`src/hdl/fer_defines.svh`:
```
// offsets, field positions, reset values and id codes of the status group
`ifndef FER_DEFINES_SVH
`define FER_DEFINES_SVH

// register offsets
`define FER_EVENT_LATCH_OFS      8'h00
`define FER_LIVE_CONDITION_OFS   8'h01
`define FER_PRODUCT_CODE_OFS     8'h03
`define FER_SILICON_REVISION_OFS 8'h04
`define FER_FEATURE_CODE_OFS     8'h05

// bit positions shared by event latch and live condition
`define FER_OUTPUT_IN_RANGE_BIT  0
`define FER_OVERCURRENT_BIT      1
`define FER_INPUT_LOW_BIT        2
`define FER_SPARE_LO_BIT         3
`define FER_SPARE_HI_BIT         4
`define FER_HEAT_PREWARNING_BIT  5
`define FER_HEAT_WARNING_BIT     6
`define FER_HEAT_SHUTDOWN_BIT    7

// bits that carry a condition; bits 4 and 3 stay zero
`define FER_IMPLEMENTED_MASK     8'hE7

// reset values and constant read values
`define FER_EVENT_LATCH_RST      8'h00
`define FER_LIVE_CONDITION_RST   8'h00
`define FER_UNMAPPED_READ        8'h00
`define FER_ID_UPPER_ZERO        4'h0

// position of the top bit of the product code
`define FER_PRODUCT_CODE_MSB     7

// identification defaults, values are arbitrary
`define FER_PRODUCT_CODE_DEF     8'h5A
`define FER_REVISION_FIELD_DEF   4'h3
`define FER_FEATURE_FIELD_DEF    4'h2

`endif

```
`src/hdl/fer_pkg.sv`:
```
// types of the fault event and identification register group
package fer_pkg;

   typedef logic [7:0] fer_byte_type;
   typedef logic [3:0] fer_nibble_type;

   // state of the event latch leaf
   typedef struct packed {
      fer_byte_type live;
      fer_byte_type event_latch;
   } fer_latch_state_type;

   // state of the register read path
   typedef struct packed {
      fer_byte_type rd_data;
      logic         rd_valid;
   } fer_top_state_type;

endpackage

```
`src/hdl/fer_status_regs.sv`:
```
// status, event and identification registers with their read port
//
// Summary of operation
// - Offset 00h holds event flags that reset to zero and clear on a read unless set on that edge, bit 0 marking an output-in-range change.
// - Event bit 1 latches an over-current event and reads zero after a clearing read unless it changes on that edge.
// - Event bit 2 latches an input under-voltage event and reads zero after a clearing read unless it changes on that edge.
// - Event bit 5 latches a heat pre-warning event and reads zero after a clearing read unless it changes on that edge.
// - Event bit 6 latches a heat warning event and reads zero after a clearing read unless it changes on that edge.
// - Event bit 7 latches a heat shutdown event and reads zero after a clearing read unless it changes on that edge.
// - Offset 01h is a read-only live copy of the conditions that resets to zero, bit 0 showing output in range.
// - Live bit 1 is one while the output current is above its limit.
// - Live bit 2 is one while the input voltage is below its threshold.
// - Live bit 5 is one while the junction is above the pre-warning limit.
// - Live bit 6 is one while the junction is above the warning limit.
// - Live bit 7 is one while the junction is above the shutdown limit.
// - Offset 04h returns a four-bit silicon revision in bits 3 to 0 with zero above.
// - Offset 05h returns a four-bit feature code in bits 3 to 0 with zero above.
`include "fer_defines.svh"

module fer_status_regs #(
   parameter fer_pkg::fer_byte_type   PRODUCT_CODE   =
      `FER_PRODUCT_CODE_DEF,            // arbitrary value
   parameter fer_pkg::fer_nibble_type REVISION_FIELD =
      `FER_REVISION_FIELD_DEF,          // arbitrary value
   parameter fer_pkg::fer_nibble_type FEATURE_FIELD  =
      `FER_FEATURE_FIELD_DEF            // arbitrary value
) (
   input  wire logic                  i_core_clk,          // core clock
   input  wire logic                  i_rst_n,             // sync reset
   input  wire logic                  i_ce,                // clock enable
   input  wire logic                  i_output_in_range,   // vout in range
   input  wire logic                  i_overcurrent,       // over limit
   input  wire logic                  i_input_low,         // vin low
   input  wire logic                  i_heat_prewarning,   // temp prewarn
   input  wire logic                  i_heat_warning,      // temp warn
   input  wire logic                  i_heat_shutdown,     // temp shutdown
   input  wire logic                  i_rd_en,             // read strobe
   input  wire logic                  i_wr_en,             // write strobe
   input  wire fer_pkg::fer_byte_type i_addr,              // reg offset
   input  wire fer_pkg::fer_byte_type i_wr_data,           // write data
   output fer_pkg::fer_byte_type      o_rd_data,           // read data
   output logic                       o_rd_valid,          // read done
   output fer_pkg::fer_byte_type      o_event_latch,       // event flags
   output fer_pkg::fer_byte_type      o_live_condition     // live status
);
   import fer_pkg::*;

   fer_top_state_type state_reg;
   fer_top_state_type state_next;
   fer_byte_type      cond;
   fer_byte_type      live;
   fer_byte_type      event_flags;
   fer_byte_type      edge_set;
   fer_byte_type      rd_mux;
   logic              rd_take;
   logic              clear_events;

   // offset compare, used by the clear, the mux and the checks
   function automatic logic fer_hit(input fer_byte_type addr,
                                    input fer_byte_type ofs);
      fer_hit = (addr == ofs);
   endfunction

   // identification byte: field in the low nibble, zeros above
   function automatic fer_byte_type fer_id_byte(input fer_nibble_type f);
      fer_id_byte = {`FER_ID_UPPER_ZERO, f};
   endfunction

   always_comb begin
      cond = '0;
      cond[`FER_OUTPUT_IN_RANGE_BIT] = i_output_in_range;
      cond[`FER_OVERCURRENT_BIT]     = i_overcurrent;
      cond[`FER_INPUT_LOW_BIT]       = i_input_low;
      cond[`FER_HEAT_PREWARNING_BIT] = i_heat_prewarning;
      cond[`FER_HEAT_WARNING_BIT]    = i_heat_warning;
      cond[`FER_HEAT_SHUTDOWN_BIT]   = i_heat_shutdown;
   end

   // a frozen clock enable also holds off the read and its clear
   assign rd_take      = i_ce & i_rd_en;
   assign clear_events = rd_take &
                         fer_hit(i_addr, `FER_EVENT_LATCH_OFS);

   fer_event_latch u_latch (
      .i_core_clk (i_core_clk),
      .i_rst_n    (i_rst_n),
      .i_ce       (i_ce),
      .i_cond     (cond),
      .i_clear    (clear_events),
      .o_live     (live),
      .o_event    (event_flags),
      .o_set      (edge_set)
   );

   always_comb begin
      rd_mux = `FER_UNMAPPED_READ;
      if (fer_hit(i_addr, `FER_EVENT_LATCH_OFS)) begin
         rd_mux = event_flags;
      end else if (fer_hit(i_addr, `FER_LIVE_CONDITION_OFS)) begin
         rd_mux = live;
      end else if (fer_hit(i_addr, `FER_PRODUCT_CODE_OFS)) begin
         rd_mux = PRODUCT_CODE;
      end else if (fer_hit(i_addr, `FER_SILICON_REVISION_OFS)) begin
         rd_mux = fer_id_byte(REVISION_FIELD);
      end else if (fer_hit(i_addr, `FER_FEATURE_CODE_OFS)) begin
         rd_mux = fer_id_byte(FEATURE_FIELD);
      end
   end

   // every register is read-only, so write data is deliberately dropped
   always_comb begin
      state_next          = state_reg;
      state_next.rd_valid = rd_take;
      if (rd_take) begin
         state_next.rd_data = rd_mux;
      end
   end

   always_ff @(posedge i_core_clk) begin
      if (!i_rst_n) begin
         state_reg.rd_data  <= `FER_UNMAPPED_READ;
         state_reg.rd_valid <= 1'b0;
      end else if (i_ce) begin
         state_reg <= state_next;
      end else begin
         // valid is a pulse even when the enable drops
         state_reg.rd_valid <= 1'b0;
      end
   end

   assign o_rd_data        = state_reg.rd_data;
   assign o_rd_valid       = state_reg.rd_valid;
   assign o_event_latch    = event_flags;
   assign o_live_condition = live;
endmodule

```
`src/hdl/fer_event_latch.sv`:
```
// live condition sampling and dual-edge read-to-clear event latch
`include "fer_defines.svh"

module fer_event_latch (
   input  wire logic                i_core_clk, // core clock
   input  wire logic                i_rst_n,    // sync reset, active low
   input  wire logic                i_ce,       // clock enable
   input  wire fer_pkg::fer_byte_type i_cond,   // raw conditions
   input  wire logic                i_clear,    // read of event latch
   output fer_pkg::fer_byte_type    o_live,     // live condition reg
   output fer_pkg::fer_byte_type    o_event,    // event latch reg
   output fer_pkg::fer_byte_type    o_set       // edges seen this cycle
);
   import fer_pkg::*;

   fer_latch_state_type state_reg;
   fer_latch_state_type state_next;
   fer_byte_type        cond_masked;
   fer_byte_type        edge_set;

   always_comb begin
      // spare bits are masked so they can never be set
      cond_masked = i_cond & `FER_IMPLEMENTED_MASK;
      // any change of a condition, rising or falling, is an event
      edge_set    = cond_masked ^ state_reg.live;
      state_next  = state_reg;
      state_next.live = cond_masked;
      // set wins over the read clear so no edge is lost
      state_next.event_latch = (i_clear ? `FER_EVENT_LATCH_RST
                                        : state_reg.event_latch)
                               | edge_set;
   end

   always_ff @(posedge i_core_clk) begin
      if (!i_rst_n) begin
         state_reg.live        <= `FER_LIVE_CONDITION_RST;
         state_reg.event_latch <= `FER_EVENT_LATCH_RST;
      end else if (i_ce) begin
         state_reg <= state_next;
      end
   end

   assign o_live  = state_reg.live;
   assign o_event = state_reg.event_latch;
   assign o_set   = edge_set;

endmodule

```
`config.mk`:
```
export PLATFORM = sky130hd
export DESIGN_NAME = fer_status_regs
export DESIGN_NICKNAME = d
export VERILOG_FILES = /design/src/hdl/fer_pkg.sv /design/src/hdl/fer_status_regs.sv /design/src/hdl/fer_event_latch.sv
export VERILOG_INCLUDE_DIRS = /design/src /design/src/hdl
export SDC_FILE = /design/constraint.sdc
export NUM_CORES = 1
export LEC_CHECK = 0
export CORE_UTILIZATION = 30
export CTS_BUF_LIST = sky130_fd_sc_hd__clkbuf_8
export DETAILED_ROUTE_END_ITERATION = 10
export DONT_BUFFER_PORTS = 1
export GPL_TIMING_DRIVEN = 1
export PLACE_DENSITY = 0.49
export SYNTH_ARGS = -nofsm -noshare
export SYNTH_HDL_FRONTEND = slang
export SYNTH_HIERARCHICAL = 1
export SYNTH_SLANG_ARGS = --single-unit
```
`constraint.sdc`:
```
create_clock -name i_core_clk -period 1.6 [get_ports i_core_clk]
set_clock_uncertainty 0.1 [all_clocks]
set_input_delay 0.32 -clock i_core_clk [delete_from_list [all_inputs] [get_ports i_core_clk]]
set_output_delay 0.32 -clock i_core_clk [all_outputs]
set_load 0.02 [all_outputs]
```
=== Word level (Yosys, flattened, before mapping) ===
Index checks and enable logic that the tools add are counted.

* Word-level logic and storage cells: 21
* Output and inout bits: 25
* Bits in registers: 23
* Input bits: 27

* Equal/unequal tests: 4
* Reduce and logical (&&, ||, !) cells: 3
* Bitwise gates (word level): 4
* Mux-type cells: 6

{| class="wikitable"
|+ Operators by type and width
! cell !! count
|-
| two-way mux 8 bit || 3
|-
| equality test 8 x 3 -> 1 bit (second input constant) || 2
|-
| equality test 8 x 1 -> 1 bit (second input constant) || 1
|-
| equality test 8 x 2 -> 1 bit (second input constant) || 1
|-
| logical NOT 8 bit || 1
|-
| OR 8 bit || 1
|-
| XOR 8 bit || 1
|-
| two-way mux 7 bit || 1
|-
| two-way mux 2 bit || 2
|-
| AND reduction 2 bit || 2
|-
| AND 1 bit || 2
|}

=== Depth between registers and ports, before layout ===
* Word-level depth: 6
* Mapped depth: 6
* Depth with buffers taken out: 5

=== Hierarchy ===
Netlist, hierarchy kept.

{| class="wikitable"
|+ By module, submodules not included
! module !! sequential area each (sq um) !! area an instance (sq um) !! times used !! cells each
|-
| fer_event_latch || 240.2 || 575.6 || 1 || 60
|-
| fer_status_regs || 180.2 || 518.0 || 1 || 65
|}

=== Worst setup path before layout ===
Ideal clock, no wire load.

* Path kind: in2reg
* Start: input port i_addr[7]
* End: register u_latch.state_reg (netlist bit u_latch/o_event[6])
* Arrival time: 1.332 ns
* Library setup time: 0.130 ns
* Stages on the path: 6
* Required time: 1.370 ns
* Slack: 0.038 ns
* Buffers on the path: 1
* Cell sequence: nor3_4 -> nand3_1 -> nor4_2 -> and2_4 -> buf_6 -> o22ai_4

* Cells in the longest elaborated chain, start to end: 4

{| class="wikitable"
|+ Ends and longest elaborated chain
! item !! line !! source
|-
| start: declaration || fer_status_regs.sv:39 || <nowiki>input wire fer_pkg::fer_byte_type i_addr,</nowiki>
|-
| logical NOT 8 bit || fer_status_regs.sv:61 || <nowiki>fer_hit = (addr == ofs);</nowiki>
|-
| AND 1 bit || fer_status_regs.sv:81 || <nowiki>assign clear_events = rd_take &</nowiki>
|-
| via clear_events || fer_status_regs.sv:56 || <nowiki>logic clear_events;</nowiki>
|-
| two-way mux 8 bit || fer_event_latch.sv:29 || <nowiki>state_next.event_latch = (i_clear ? `FER_EVENT_LATCH_RST</nowiki>
|-
| OR 8 bit || fer_event_latch.sv:29 ||
|-
| end signal: assignment || fer_event_latch.sv:39 || <nowiki>state_reg <= state_next;</nowiki>
|-
| end: declaration || fer_event_latch.sv:16 || <nowiki>fer_latch_state_type state_reg;</nowiki>
|}

The timed path passes the listed nets, and every way through them passes these cells.
A chain may end at the register's enable or synchronous reset.

=== Final worst setup path ===
Same ends and word-level chain as after synthesis.

==> impl_results.html <==
<table>
<tr><th>Metric</th><th>Value</th></tr>
<tr><th colspan="2">Outcome</th></tr>
<tr><td>Run status</td><td>finished, final reports clean</td></tr>
<tr><th colspan="2">Critical path</th></tr>
<tr><td>Required time at the endpoint of the critical path</td><td>1.64 ns</td></tr>
<tr><td>Arrival @ worst endpoint</td><td>roughly 1.3 ns</td></tr>
<tr><td>Master of the slowest instance on the critical path</td><td>sky130_fd_sc_hd__nor4_2</td></tr>
<tr><td>Critical path launch point type</td><td>primary input</td></tr>
<tr><td>Peak per-stage delay on the critical path</td><td>0.27 ns</td></tr>
<tr><td>Top cell family by delay on the critical path</td><td>simple AND/OR/NAND/NOR gates</td></tr>
<tr><td>Sequence of cells on the critical path</td><td>nor3_4, nand3_1, nor4_2, and2_4, o22ai_4</td></tr>
<tr><td>R2r startpoint</td><td>u_latch/o_event[1]$_SDFFE_PN0P_</td></tr>
<tr><td>Terminus of the critical flop-to-flop path</td><td>o_rd_data[1]$_SDFFE_PN0P_</td></tr>
<tr><td>Kind of end point of the critical path</td><td>register</td></tr>
<tr><td>FF-to-FF setup slack</td><td>0.47 ns</td></tr>
<tr><td>Maximum net fanout on the critical path</td><td>6</td></tr>
<tr><td>Critical path buffer and inverter count</td><td>0</td></tr>
<tr><td>R2R depth</td><td>4</td></tr>
<tr><td>Crit Path Category</td><td>in -&gt; reg</td></tr>
<tr><th colspan="2">Placement</th></tr>
<tr><td>GPL Wtd Cong</td><td>0.706</td></tr>
<tr><td>HPWL Detailed</td><td>about 1700 µm</td></tr>
<tr><td>Number of port buffers</td><td>0</td></tr>
<tr><td>Cell area reported after detailed placement</td><td>1060 µm²</td></tr>
<tr><th colspan="2">Clocking</th></tr>
<tr><td>Maximum count of clock buffers along a single path</td><td>2</td></tr>
<tr><td>CTS buffer count</td><td>3</td></tr>
<tr><td>Post-cts sizing count</td><td>0</td></tr>
<tr><td>Post-CTS Repair Setup Buffers</td><td>0</td></tr>
<tr><td>CTS tree</td><td>yes</td></tr>
<tr><td>CTS Hold Buffers Added</td><td>0</td></tr>
<tr><td>Clock insertion delay at the later pin of the skew report</td><td>0.25 ns</td></tr>
<tr><td>CTS H-tree depth</td><td>1</td></tr>
<tr><td>Clock transition at the register clock pins on the worst setup and hold paths after CTS</td><td>about 0.080 ns</td></tr>
<tr><td>Clk sinks</td><td>21</td></tr>
<tr><td>Clock root buffer</td><td>sky130_fd_sc_hd__clkbuf_8</td></tr>
<tr><th colspan="2">Synth</th></tr>
<tr><td>Area of the mapped netlist</td><td>1050 µm²</td></tr>
<tr><td>Yosys warning count</td><td>6</td></tr>
<tr><td>Synthesized area per cell</td><td>9.07 µm²</td></tr>
<tr><td>Gate count of the mapped netlist</td><td>116</td></tr>
<tr><th colspan="2">Floorplan</th></tr>
<tr><td>Horiz. Die Dim</td><td>61.2 µm</td></tr>
<tr><td>Placeable core region</td><td>3340 µm²</td></tr>
<tr><td>Initial core utilization</td><td>31.5%</td></tr>
<tr><td>Cell row count</td><td>21</td></tr>
<tr><td>Die Footprint</td><td>~3700 µm²</td></tr>
<tr><td>Number of top-level pins</td><td>52</td></tr>
<tr><td>Die height</td><td>61.2 µm</td></tr>
<tr><th colspan="2">Power and ir drop</th></tr>
<tr><td>Power after layout</td><td>0.00107 W</td></tr>
<tr><td>Leakage dissipation</td><td>around 0.41 nW</td></tr>
<tr><td>Peak supply drop</td><td>0.332 mV</td></tr>
<tr><td>Total power density per cell area</td><td>965 nW/µm²</td></tr>
<tr><th colspan="2">Final layout</th></tr>
<tr><td>Share of cells above drive strength 1</td><td>a little over a tenth</td></tr>
<tr><td>Area grow syn2layout</td><td>5.47%</td></tr>
<tr><td>Combined area of the multi-input logic cells</td><td>552 µm²</td></tr>
<tr><td>Footprint of the flip-flops and latches</td><td>420 µm²</td></tr>
<tr><td>Final Cell Area</td><td>1110 µm²</td></tr>
<tr><td>Inserted Diodes</td><td>0</td></tr>
<tr><td>Fill cell count</td><td>367</td></tr>
<tr><td>Final net count</td><td>142</td></tr>
<tr><th colspan="2">GRT</th></tr>
<tr><td>GRT Resource Usage Total</td><td>12.3%</td></tr>
<tr><td>Remaining global-route overflow</td><td>0</td></tr>
<tr><td>Number of global-route vias before repair</td><td>719</td></tr>
<tr><td>Number of antenna violations at the first check in global routing</td><td>0</td></tr>
<tr><td>Largest net degree at the start of global routing</td><td>22</td></tr>
<tr><td>Global-route wire length before repair</td><td>3320 µm</td></tr>
<tr><th colspan="2">Timing</th></tr>
<tr><td>Period minus WS final</td><td>1.24 ns</td></tr>
<tr><td>Maximum frequency from static timing analysis</td><td>about 800 MHz</td></tr>
<tr><td>Number of pins exceeding their max-slew limit in the final report</td><td>0</td></tr>
<tr><td>Setup violation total in the final timing report</td><td>0</td></tr>
<tr><td>Fin crit share</td><td>77.7%</td></tr>
<tr><td>Final Hold Violating Endpoints</td><td>0</td></tr>
<tr><td>Unrepaired setup endpoints after global routing</td><td>false</td></tr>
<tr><td>Aggregate negative setup slack</td><td>0 ns</td></tr>
<tr><th colspan="2">Route</th></tr>
<tr><td>Average wire per standard cell</td><td>roughly 14 µm</td></tr>
<tr><td>Total iterations of the first detailed-routing run</td><td>4</td></tr>
<tr><td>Via count</td><td>784</td></tr>
<tr><td>Antenna Violating Nets Remaining</td><td>0</td></tr>
<tr><td>Detailed Route WL</td><td>2230 µm</td></tr>
<tr><td>Total DRC errors in the routed layout</td><td>0</td></tr>
<tr><td>DR vias/cell</td><td>4.90</td></tr>
<tr><td>Initial DRC Count</td><td>33</td></tr>
<tr><th colspan="2">Min path</th></tr>
<tr><td>Cell depth of the worst min-delay path</td><td>1</td></tr>
<tr><td>End of the worst hold path</td><td>o_rd_data[0]$_SDFFE_PN0P_</td></tr>
<tr><td>Hold WC Path Type</td><td>in -&gt; reg</td></tr>
<tr><td>Startpoint of the lowest-slack hold path</td><td>i_addr[1]</td></tr>
<tr><th colspan="2">Run</th></tr>
<tr><td>Number of maximum-capacitance constraint violations</td><td>0</td></tr>
</table>
-- how the worst max path moves through the flow --
stage	startpoint	endpoint	slack, ns	cells after the start
after global placement	i_addr[7]	u_latch/o_event[6]$_SDFFE_PN0P_	0.06	5
after global routing	i_addr[7]	u_latch/o_event[0]$_SDFFE_PN0P_	0.25	5
after detailed placement	i_addr[7]	u_latch/o_event[6]$_SDFFE_PN0P_	0.09	5
final	i_addr[7]	u_latch/o_event[6]$_SDFFE_PN0P_	0.36	5
after CTS	i_addr[7]	u_latch/o_event[6]$_SDFFE_PN0P_	0.36	5
after floorplan	i_addr[7]	u_latch/o_event[6]$_SDFFE_PN0P_	0.04	6
-- where the power goes --
group          internal [W]  switching (W)  leakage [nW]  total, W
registers          0.000552      0.0000645         0.172  0.000617
logic             0.0000561      0.0000535         0.210  0.000110
clock network      0.000173       0.000171        0.0255  0.000344
total              0.000781       0.000289         0.408   0.00107
-- routing by layer --
metal	track usage, %	part of all wire (%)
met1	14.8	43
met2	20.0	48
met3	5.88	8.7
met4	2.92	0.72
met5	0	0
-- cell usage in the layout, fill, tap and decap left out, types with 2 or more instances in the layout --
cell type                  instances
sky130_fd_sc_hd__a21oi_1           3
sky130_fd_sc_hd__nor2b_1           7
sky130_fd_sc_hd__nor3b_1           3
sky130_fd_sc_hd__buf_4             2
sky130_fd_sc_hd__nor2_1            6
sky130_fd_sc_hd__dfxtp_1          21
sky130_fd_sc_hd__mux2i_1          10
sky130_fd_sc_hd__nand2_1           9
sky130_fd_sc_hd__a211oi_1          3
sky130_fd_sc_hd__o21ai_1           3
sky130_fd_sc_hd__xnor2_1           6
sky130_fd_sc_hd__nand2b_1          2
sky130_fd_sc_hd__inv_1             5
sky130_fd_sc_hd__o21ai_0           2
sky130_fd_sc_hd__clkbuf_8          3
sky130_fd_sc_hd__o22ai_1           5
sky130_fd_sc_hd__conb_1            4
sky130_fd_sc_hd__nand3_1           8
-- final cells by class --
type                    instances  share of cell area [%]
multi-input cells              82                    49.7
flip-flops and latches         21                    37.9
well taps                      46                    5.19
clock buffers                   3                    3.72
inverters                       5                    1.69
repair buffers                  2                    1.35
clock inverters                 1                   0.451
-- registers in the layout, indices dropped and copies added (netlist names) --
signal,count
u_latch/o_event,6
u_latch/o_live,6
o_rd_data,8
o_rd_valid,1
-- per-stage QoR --
stage / util (%) / worst slack [ns] / cells / hold WS (ns)
2_1_floorplan: - / 0.0405 / 119 / 0.379
3_3_place_gp: 31.9 / 0.0618 / 156 / 0.330
3_5_place_dp: 31.9 / 0.0868 / 156 / 0.329
4_1_cts: 33.3 / 0.357 / 160 / 0.0506
5_1_grt: 33.3 / 0.245 / 160 / 0.0501
6_report: 33.3 / 0.357 / 160 / 0.0571
Note: power is estimated with default switching activity, not from simulation.
